==> config.mk <==
export PLATFORM = sky130hd
export DESIGN_NAME = acl_angle_counter
export DESIGN_NICKNAME = d
export VERILOG_FILES = /design/src/core/acl_tick_gen.v /design/src/core/acl_angle_counter.v
export VERILOG_INCLUDE_DIRS = /design/src /design/src/core
export SDC_FILE = /design/constraint.sdc
export NUM_CORES = 1
export LEC_CHECK = 0
export BUFFER_PORTS_ARGS = -buffer_cell sky130_fd_sc_hd__buf_2
export CAP_MARGIN = 10
export CORE_AREA = 2 2 149 151
export DETAILED_ROUTE_END_ITERATION = 10
export DIE_AREA = 0 0 151 153
export HOLD_SLACK_MARGIN = 0.05
export PLACE_DENSITY = 0.7
export SLEW_MARGIN = 20
export SYNTH_ARGS = -nofsm -noshare
export SYNTH_HDL_FRONTEND = slang
export SYNTH_SLANG_ARGS = --single-unit
==> constraint.sdc <==
create_clock -name clk -period 7.3 [get_ports clk]
set_clock_uncertainty 0.2 [all_clocks]
set_input_delay 1.46 -clock clk [delete_from_list [all_inputs] [get_ports clk]]
set_output_delay 1.46 -clock clk [all_outputs]
set_load 0.02 [all_outputs]
==> src/core/acl_consts.vh <==
/*
 Constants for the angle counter tooth logic: register offsets, field positions,
 reset values and mode codes. Assumes inclusion by bare name from core/.
*/
`ifndef ACL_CONSTS_VH
`define ACL_CONSTS_VH

// ----------------------------------------------------------------
// register byte offsets
// ----------------------------------------------------------------
`define ACL_OFF_TOOTH_PROG 12'h000
`define ACL_OFF_TICK_RATE 12'h004
`define ACL_OFF_PRESCALE 12'h008
`define ACL_OFF_STATUS 12'h00C
`define ACL_OFF_TIME_BASE 12'h010

// ----------------------------------------------------------------
// tooth program register fields
// ----------------------------------------------------------------
`define ACL_TPR_TICKS_LSB 0
`define ACL_TPR_TICKS_MSB 9
`define ACL_TPR_MISS_LSB 10
`define ACL_TPR_MISS_MSB 11
`define ACL_TPR_LAST_BIT 12
`define ACL_TPR_INSERT_BIT 13

// ----------------------------------------------------------------
// tick rate: 15-bit integer part above a 9-bit fraction
// ----------------------------------------------------------------
`define ACL_TRR_FRAC_W 9
`define ACL_TRR_W 24
`define ACL_TRR_RESET 24'h000200
`define ACL_PRESCALE_W 6
`define ACL_PRESCALE_RESET 6'h00

// ----------------------------------------------------------------
// modes
// ----------------------------------------------------------------
`define ACL_MODE_HIGH_RATE 2'h0
`define ACL_MODE_NORMAL 2'h1
`define ACL_MODE_HALT 2'h2

`endif

==> src/core/acl_tick_gen.v <==
/*
 Tick generator: adds one whole step per prescaled microcycle and emits a tick
 each time a tick rate with a nonzero integer part is covered. Assumes a rate in 15.9 fixed point.
*/
module acl_tick_gen (
	input wire clk,
	input wire rst,
	input wire restart,
	input wire [5:0] prescale,
	input wire [23:0] tick_rate,
	output reg tick
);
	reg [5:0] pre_cnt;
	reg [23:0] acc;
	wire step;
	wire [24:0] sum;

	assign step = (pre_cnt == prescale);
	assign sum = {1'b0, acc} + 25'h0000200;

	// ----------------------------------------------------------------
	// prescaler and phase accumulator
	// ----------------------------------------------------------------
	always @(posedge clk or posedge rst) begin
		if (rst) begin
			pre_cnt <= 6'h00;
			acc <= 24'h000000;
			tick <= 1'b0;
		end else if (restart) begin
			pre_cnt <= 6'h00;
			acc <= 24'h000000;
			tick <= 1'b0;
		end else begin
			tick <= 1'b0;
			if (step) begin
				pre_cnt <= 6'h00;
				// remainder is kept, so a fractional rate spreads its ticks evenly
				if (sum >= {1'b0, tick_rate} && tick_rate[23:9] != 15'h0000) begin
					acc <= sum[23:0] - tick_rate;
					tick <= 1'b1;
				end else begin
					acc <= sum[23:0];
				end
			end else begin
				pre_cnt <= pre_cnt + 6'h01;
			end
		end
	end
endmodule

==> src/core/acl_angle_counter.v <==
/*
 Angle counter tooth logic with an APB register slave. Tracks tooth edges in
 High Rate, Normal and Halt modes. Assumes tooth_in is synchronous to clk and
 that one clk cycle is one microcycle.
*/
`include "acl_consts.vh"

module acl_angle_counter (
	input wire clk,
	input wire rst,
	input wire psel,
	input wire penable,
	input wire pwrite,
	input wire [11:0] paddr,
	input wire [31:0] pwdata,
	output reg [31:0] prdata,
	output wire pready,
	output wire pslverr,
	input wire tooth_in,
	output reg [1:0] mode,
	output reg [23:0] angle_time_base
);
	reg [9:0] ticks_per_tooth;
	reg [9:0] ticks_pending;
	reg ticks_pend_valid;
	reg [1:0] missing_tooth_count;
	reg last_tooth;
	reg insert_tooth_bit;
	reg insert_req;
	reg [31:0] buf_data;
	reg buf_valid;
	reg [23:0] tick_rate_reg;
	reg [5:0] time_base_prescaler;
	reg [9:0] tick_in_tooth;
	reg [31:0] next_prdata;
	wire tick;
	wire tooth;
	wire wr_en;
	wire rd_en;
	wire tpr_wr;
	wire mapped;
	wire early;
	wire tooth_due;
	reg tb_restart;

	// ----------------------------------------------------------------
	// apb decode, zero wait
	// ----------------------------------------------------------------
	assign pready = 1'b1;
	assign mapped = (paddr == `ACL_OFF_TOOTH_PROG) || (paddr == `ACL_OFF_TICK_RATE) ||
		(paddr == `ACL_OFF_PRESCALE) || (paddr == `ACL_OFF_STATUS) ||
		(paddr == `ACL_OFF_TIME_BASE);
	assign pslverr = psel & penable & ~mapped;
	assign wr_en = psel & penable & pwrite & mapped;
	assign rd_en = psel & ~penable & ~pwrite;
	assign tpr_wr = wr_en & (paddr == `ACL_OFF_TOOTH_PROG);

	// dummy tooth merges with the real edge, so both take the same path
	assign tooth = tooth_in | insert_req;
	assign early = (tick_in_tooth < ticks_per_tooth);
	assign tooth_due = tick & (tick_in_tooth + 10'h001 >= ticks_per_tooth);

	acl_tick_gen u_tick (
		.clk(clk),
		.rst(rst),
		.restart(tb_restart),
		.prescale(time_base_prescaler),
		.tick_rate(tick_rate_reg),
		.tick(tick)
	);

	// ----------------------------------------------------------------
	// read mux, registered in the setup cycle
	// ----------------------------------------------------------------
	always @* begin
		next_prdata = 32'h00000000;
		case (paddr)
			`ACL_OFF_TOOTH_PROG: next_prdata = {18'h00000, insert_tooth_bit, last_tooth,
				missing_tooth_count, ticks_per_tooth};
			`ACL_OFF_TICK_RATE: next_prdata = {8'h00, tick_rate_reg};
			`ACL_OFF_PRESCALE: next_prdata = {26'h0000000, time_base_prescaler};
			`ACL_OFF_STATUS: next_prdata = {28'h0000000, buf_valid, ticks_pend_valid, mode};
			`ACL_OFF_TIME_BASE: next_prdata = {8'h00, angle_time_base};
			default: next_prdata = 32'h00000000;
		endcase
	end

	always @(posedge clk or posedge rst) begin
		if (rst) begin
			prdata <= 32'h00000000;
		end else if (rd_en) begin
			prdata <= next_prdata;
		end
	end

	// ----------------------------------------------------------------
	// tooth program, mode machine and time base, one step per cycle
	// ----------------------------------------------------------------
	always @(posedge clk or posedge rst) begin
		if (rst) begin
			ticks_per_tooth <= 10'h000;
			ticks_pending <= 10'h000;
			ticks_pend_valid <= 1'b0;
			missing_tooth_count <= 2'h0;
			last_tooth <= 1'b0;
			insert_tooth_bit <= 1'b0;
			insert_req <= 1'b0;
			buf_data <= 32'h00000000;
			buf_valid <= 1'b0;
			tick_rate_reg <= `ACL_TRR_RESET;
			time_base_prescaler <= `ACL_PRESCALE_RESET;
			mode <= `ACL_MODE_HIGH_RATE;
			angle_time_base <= 24'h000000;
			tick_in_tooth <= 10'h000;
			tb_restart <= 1'b0;
		end else begin
			tb_restart <= 1'b0;
			insert_req <= 1'b0;
			if (wr_en && paddr == `ACL_OFF_TICK_RATE)
				tick_rate_reg <= pwdata[23:0];
			if (wr_en && paddr == `ACL_OFF_PRESCALE)
				time_base_prescaler <= pwdata[5:0];
			// second write after an insert write waits one cycle in the buffer
			if (tpr_wr && (insert_tooth_bit || insert_req)) begin
				buf_data <= pwdata;
				buf_valid <= 1'b1;
			end else if (tpr_wr || buf_valid) begin
				buf_valid <= 1'b0;
				missing_tooth_count <= tpr_wr ? pwdata[`ACL_TPR_MISS_MSB:`ACL_TPR_MISS_LSB] :
					buf_data[`ACL_TPR_MISS_MSB:`ACL_TPR_MISS_LSB];
				last_tooth <= tpr_wr ? pwdata[`ACL_TPR_LAST_BIT] : buf_data[`ACL_TPR_LAST_BIT];
				if (tpr_wr && pwdata[`ACL_TPR_INSERT_BIT]) begin
					insert_tooth_bit <= 1'b1;
					insert_req <= 1'b1;
				end
				// ticks value written in normal mode waits for the halt tooth
				if (mode == `ACL_MODE_NORMAL) begin
					ticks_pending <= tpr_wr ? pwdata[`ACL_TPR_TICKS_MSB:`ACL_TPR_TICKS_LSB] :
						buf_data[`ACL_TPR_TICKS_MSB:`ACL_TPR_TICKS_LSB];
					ticks_pend_valid <= 1'b1;
				end else begin
					ticks_per_tooth <= tpr_wr ? pwdata[`ACL_TPR_TICKS_MSB:`ACL_TPR_TICKS_LSB] :
						buf_data[`ACL_TPR_TICKS_MSB:`ACL_TPR_TICKS_LSB];
				end
			end
			if (tick && mode != `ACL_MODE_HALT) begin
				angle_time_base <= angle_time_base + 24'h000001;
				tick_in_tooth <= tick_in_tooth + 10'h001;
			end
			case (mode)
				`ACL_MODE_HIGH_RATE: begin
					if (tooth) begin
						// the dummy tooth is used up here, so later writes are not held
						insert_tooth_bit <= 1'b0;
						tick_in_tooth <= 10'h000;
						mode <= `ACL_MODE_NORMAL;
					end
				end
				`ACL_MODE_NORMAL: begin
					if (tooth && last_tooth) begin
						last_tooth <= 1'b0;
						insert_tooth_bit <= 1'b0;
						angle_time_base <= 24'h000000;
						tb_restart <= 1'b1;
						tick_in_tooth <= 10'h000;
						mode <= `ACL_MODE_HALT;
					end else if (tooth && early && missing_tooth_count != 2'h0) begin
						mode <= `ACL_MODE_HIGH_RATE;
						missing_tooth_count <= 2'h0;
						last_tooth <= 1'b0;
						insert_tooth_bit <= 1'b0;
						tick_in_tooth <= 10'h000;
					end else if (tooth) begin
						insert_tooth_bit <= 1'b0;
						tick_in_tooth <= 10'h000;
					end else if (tooth_due) begin
						// a missing tooth is consumed; halt only once none remain
						tick_in_tooth <= 10'h000;
						if (missing_tooth_count != 2'h0)
							missing_tooth_count <= missing_tooth_count - 2'h1;
						else
							mode <= `ACL_MODE_HALT;
					end
				end
				`ACL_MODE_HALT: begin
					if (tooth) begin
						angle_time_base <= 24'h000000;
						tb_restart <= 1'b1;
						tick_in_tooth <= 10'h000;
						insert_tooth_bit <= 1'b0;
						if (ticks_pend_valid) begin
							ticks_per_tooth <= ticks_pending;
							ticks_pend_valid <= 1'b0;
						end
						mode <= `ACL_MODE_NORMAL;
					end
				end
				default: mode <= `ACL_MODE_HIGH_RATE;
			endcase
		end
	end
endmodule

==> Yosys cells after proc, flatten, opt, wreduce, memory -nomap -nowiden <==
Cells that the tools add are included.
{ "classes": {"bitwise": 13, "eq_ne": 12, "reduce_logical": 24, "n_mux": 70, "magnitude_cmp": 3, "n_addsub": 6} }
{ "op_table": {"columns": ["operator", "n"], "rows": [
  ["$mux 24", 6],
  ["$mux 10", 13],
  ["$pmux 24 s5", 1],
  ["$pmux 24 s2", 1],
  ["$mux 2", 15],
  ["$mux 1", 28],
  ["$add 24x10->25 const B", 1],
  ["$ge 25x24->1", 1],
  ["$add 24x1->24 const B", 1],
  ["$eq 12x4->1 const B", 2],
  ["$sub 24x24->24", 1],
  ["$pmux 10 s2", 1],
  ["$reduce_bool 15->1", 1],
  ["$eq 12x3->1 const B", 1],
  ["$eq 12x5->1 const B", 1],
  ["$logic_not 12->1", 1],
  ["$mux 6", 2],
  ["$add 10x1->10 const B", 1],
  ["$ge 10x10->1", 1],
  ["$lt 10x10->1", 1],
  ["$logic_and 1x1->1", 9],
  ["$and 1x1->1", 8],
  ["$ne 4x2->1 const B", 2],
  ["$add 6x1->6 const B", 1],
  ["other kinds (17)", 28]
]} }
{ "totals": {"out_inout_bits": 60, "input_bits": 50, "elab_cells": 147, "reg_bits": 170} }

==> Depth between registers and ports, before layout <==
{ "logic_depth": {"word_depth": 16, "ltp_mapped": 18, "depth_no_buf": 16} }

==> Cells and area by module <==
Synthesis repeated with hierarchy kept, for this count alone.
{ "hier_totals": {"hier_cells": 1034, "area_unflattened_um2": 9862.0} }
{ "modules_own_cells": {"columns": ["module", "area_per_inst_um2", "seq_area_each_um2", "n_inst", "cells_each"], "rows": [
  ["acl_angle_counter", 6832.8, 3279.4, 1, 655],
  ["acl_tick_gen", 3029.2, 775.7, 1, 379]
]} }

==> Least setup slack after synthesis <==
Ideal clock, no wire load.
{ "synth_path": {"path_type": "input to output", "start": "in paddr[2]", "end": "out pslverr", "setup_slack_ns": 3.426, "arrival_time_ns": 2.214, "stages": 5, "n_path_buf": 1, "required_ns": 5.640, "path_cell_list": "buf_2 -> nor2_1 -> inv_1 -> a21oi_1 -> nor2_1"} }
{ "synth_via": {"elab_chain_len": 7, "elab_cells_between_ends": 11, "classes_between": "eq/ne: 4; bitwise: 2; reduce/logical: 5"} }
{ "synth_rtl": {"columns": ["item", "line_no", "source"], "rows": [
  ["from (decl)", "acl_angle_counter.v:14", "input wire [11:0] paddr,"],
  ["$eq 12x3->1 or $logic_not 12->1 (tied branches)", null, null],
  ["$logic_or 1x1->1 (3 in a row)", "acl_angle_counter.v:50", "assign mapped = (paddr == `ACL_OFF_TOOTH_PROG) || (paddr == `ACL_OFF_TICK_RATE) ||"],
  ["$logic_or 1x1->1 (*)", "acl_angle_counter.v:50", null],
  ["$not 1->1 (*)", "acl_angle_counter.v:53", "assign pslverr = psel & penable & ~mapped;"],
  ["$and 1x1->1 (*)", "acl_angle_counter.v:53", null],
  ["to (decl)", "acl_angle_counter.v:18", "output wire pslverr,"]
]} }
Every way passes the cells marked *; elsewhere a longest branch is shown, timed or not.

==> Worst setup path in the final report <==
{ "layout_path": {"start": "in paddr[8]", "end": "reg ticks_per_tooth[9]"} }
{ "layout_via": {"elab_chain_len": 14, "elab_cells_between_ends": 20, "classes_between": "eq/ne: 4; mux: 7; bitwise: 2; reduce/logical: 7"} }
{ "layout_rtl": {"columns": ["item", "line_no", "source"], "rows": [
  ["$eq 12x3->1 or $logic_not 12->1 (tied branches)", null, null],
  ["$logic_or 1x1->1 (4 in a row)", "acl_angle_counter.v:50", null],
  ["$and 1x1->1", "acl_angle_counter.v:54", "assign wr_en = psel & penable & pwrite & mapped;"],
  ["$and 1x1->1 (*)", "acl_angle_counter.v:56", "assign tpr_wr = wr_en & (paddr == `ACL_OFF_TOOTH_PROG);"],
  ["$mux 10", "acl_angle_counter.v:142", "ticks_per_tooth <= tpr_wr ? pwdata[`ACL_TPR_TICKS_MSB:`ACL_TPR_TICKS_LSB] :"],
  ["$mux 10", "acl_angle_counter.v:137", "if (mode == `ACL_MODE_NORMAL) begin"],
  ["$mux 10", "acl_angle_counter.v:127", "end else if (tpr_wr || buf_valid) begin"],
  ["$mux 10 (*)", "acl_angle_counter.v:124", "if (tpr_wr && (insert_tooth_bit || insert_req)) begin"],
  ["$mux 10", "acl_angle_counter.v:191", "if (ticks_pend_valid) begin"],
  ["$mux 10", "acl_angle_counter.v:186", "if (tooth) begin"],
  ["$mux 10 (*)", "acl_angle_counter.v:150", "case (mode)"],
  ["to (signal assigned)", "acl_angle_counter.v:142", null],
  ["to (signal assigned)", "acl_angle_counter.v:192", "ticks_per_tooth <= ticks_pending;"],
  ["to (decl)", "acl_angle_counter.v:23", "reg [9:0] ticks_per_tooth;"]
]} }
Marks and branches as above.
A chain may end at the register's enable or synchronous reset.

==> flow_metrics.env <==
export IMPL_outcome="finished clean"
export IMPL_met3_usage_pct=4.06
export IMPL_yosysTopAreaCell="dfrtp_1"
export IMPL_gp_congestion=0.876
export IMPL_overflow=0
export IMPL_worst_slew_pin_transition_ns=0.977
export IMPL_p_leak_nw=5.09
export IMPL_sw_frac_of_total_pct=33.1
export IMPL_maxCapViolCount=0
export IMPL_max_slew_margin_pct=34.7
export IMPL_synth_most_common_cell="dfrtp_1"
export IMPL_cts_tree="yes"
export IMPL_p_seq_share_pct=41.8
export IMPL_synth_avg_cell_area_um2=9.12
export IMPL_synthTopCellsByArea="dfrtp_1, ha_1, nand2_1"
export IMPL_synth_enable_flop_cells=0
export IMPL_antenna_diode_count=0
export IMPL_p_int_mw=1.58
export IMPL_fin_ws_ns=2.44
export IMPL_htreeDepth=4
export IMPL_via_per_inst=5.56
export IMPL_cts_max_path_buffers=2
export IMPL_critical_path_class="input port to register"
export IMPL_async_flop_share_pct=100
export IMPL_timing_final_crit_share_pct=66.6
export IMPL_grt_pass1_vias=7638
export IMPL_synth_top_flop_cell="dfrtp_1"
export IMPL_cts_resized=0
export IMPL_grt_max_degree=84
export IMPL_synth_warning_count=0
export IMPL_syn2layout_area_growth_pct=13.1
export IMPL_hp_class="register to register"
export IMPL_avgRoutedWirePerCell_um=16.7
export IMPL_rows=54
export IMPL_cts_hold_buf=0
export IMPL_switching_power_mw=0.779
export IMPL_syn_area_um2=9560
export IMPL_max_freq_mhz=206
export IMPL_ir_drop_mv=0.144
export IMPL_core_area_um2=21500
export IMPL_dr_total_vias=7863
export IMPL_worstPathArrival_ns=4.96
export IMPL_cp_num_buf_inv=1
export IMPL_preCtsSetupSlack_ns=1.70
export IMPL_portBuffers=92
export IMPL_cp_top_family="simple AND/OR/NAND/NOR gates"
export IMPL_path_clk_slew_ns=0.07
export IMPL_ys_seq_area_share_pct=42.4
export IMPL_final_nets=1225
export IMPL_synth_common_cells="dfrtp_1, nand2_1, nor2_1"
export IMPL_start_kind="input port"
export IMPL_grt_pass1_wl_mm=39.1
export IMPL_postRouteWirelength_mm=23.7
export IMPL_ys_seq_elements=162
export IMPL_slowest_delay_ns=0.86
export IMPL_postCtsSetupBuffers=0
export IMPL_insertion_delay_ns=0.44
export IMPL_ant_nets=0
export IMPL_finalCriticalPeriod_ns=4.86
export IMPL_endpoint_kind="register"
export IMPL_crit_path_cell_trace="buf_2, nor4_2, nand3_2, nor3_2, and2_1, mux2i_2, nor2_2, nand2_1, o21ai_0, o21ai_1"
export IMPL_cp_required_ns=7.39
export IMPL_firstDrtPassIters=5
export IMPL_drive_gt1_share_pct=15.8
export IMPL_use_met2_pct=34.4
export IMPL_antenna_found_initial=0
export IMPL_cellPowerDensity_nw_per_um2=218
export IMPL_route_detailed_drc=0
export IMPL_grt_use_met1_pct=28.8
export IMPL_finalHoldViolCount=0
export IMPL_drt_iter0_drc=543
export IMPL_die_area_um2=23100
export IMPL_grtUsageTotal_pct=21.4
export IMPL_cp_max_fo=20
export IMPL_top_usage_layer="met2"
export IMPL_synthCells=1048
export IMPL_cts_root_buf="clkbuf_16"
export IMPL_clockPowerShare_pct=37.7
export IMPL_yosysTopAreaCellShare_pct=42.1
export IMPL_setup_tns_ns=0
export IMPL_die_width_um=151
export IMPL_slowest_stage="and2_1"
export IMPL_dp_hpwl_mm=17.5
export IMPL_die_height_um=153
export IMPL_rsz0062_at_grt="no"
export IMPL_r2r_slack_ns=2.74
export IMPL_slew_violations=0
export IMPL_start_util_pct=44.5
export IMPL_cts_sinks=162
export IMPL_yosys_cell_types_count=67
export IMPL_cts_buffers=17
export IMPL_ios=110
export IMPL_setup_viol=0
export IMPL_p_comb_share_pct=20.6
-- cell usage in the layout (no fill, tap or decap), types with 14 or more instances in the layout --
cell type  Yosys  routed
nor2b_1       16      15
nand2_1      131     131
dfrtp_1      161     161
xnor2_1       45      45
a22oi_1       14      14
mux2_2        20      20
xor2_1        37      37
inv_1         53      52
mux2i_1       21      21
clkbuf_16      0      17
nor2_1       101     100
o21ai_0       88      88
a21oi_1       62      62
nand3_1       22      22
ha_1          52      52
buf_2         11      92
-- worst min-delay path, stage by stage (launching register included) --
cell	delay (ns)
dfrtp_1	0.34
nand2_1	0.05
o21ai_0	0.06
-- layer usage --
layer / part of all wire (%) / wire length, µm
met5: 0 / 0
met4: 2.7 / 632
met3: 5.0 / 1190
met2: 47 / 11000
met1: 46 / 10800
-- stage by stage --
stage / util, % / hold slack (ns) / cell area (µm²) / std cells / total power, mW
final: 50.4 / 0.276 / 10800 / 1415 / 2.35
after global routing: 50.4 / 0.298 / 10800 / 1415 / 2.47
after CTS: 50.3 / 0.281 / 10800 / 1415 / 2.36
after detailed placement: 47.6 / 0.265 / 10200 / 1383 / 1.48
after global placement: 47.6 / 0.259 / 10200 / 1383 / 1.47
after floorplan: - / 0.251 / 9590 / 1055 / 1.35
-- area by class of cell --
class / count / area, µm²
tap: 280 / 350
clock buffer: 17 / 425
multi-input combinational: 786 / 5080
clock inverter: 15 / 164
inverter: 53 / 204
fill: 2009 / 10700
timing repair buffer: 102 / 539
sequential: 162 / 4060
-- power by group through the flow --
| stage | logic, mW | clock network, mW | registers [mW] |
|---|---|---|---|
| floorplan | 0.357 | 0 | 0.991 |
| global placement | 0.476 | 0 | 0.997 |
| detailed placement | 0.479 | 0 | 0.999 |
| CTS | 0.484 | 0.897 | 0.982 |
| global route | 0.544 | 0.936 | 0.988 |
| finish | 0.484 | 0.887 | 0.983 |
-- path summary, 6_finish.rpt --
kind | start | to | cells after the start
max | paddr[8] | ticks_per_tooth[9] | 10
min | prdata[8] | prdata[8] | 2
max reg2reg | u_tick.acc[9] | u_tick.acc[22] | 16
min reg2reg | prdata[8] | prdata[8] | 2
max in group asynchronous | rst | u_tick.acc[7] | 3
min in group asynchronous | rst | u_tick.pre_cnt[1] | 2
-- cell families (layout without fill, tap and decap cells) --
kind of cell             after synthesis  count (layout)  share of synthesized area [%]
AND/OR/NAND/NOR                      348             348                           16.6
AO/OA/AOI/OAI                        248             248                           15.9
flip-flops                           162             162                           42.4
buffers and inverters                107             187                           4.89
XOR/XNOR                              82              82                           7.51
adder cells (fa/ha/maj)               53              53                           7.01
multiplexers                          46              46                           5.64
other                                  2               9                         0.0785
Note: power is estimated with default switching activity, not from simulation.
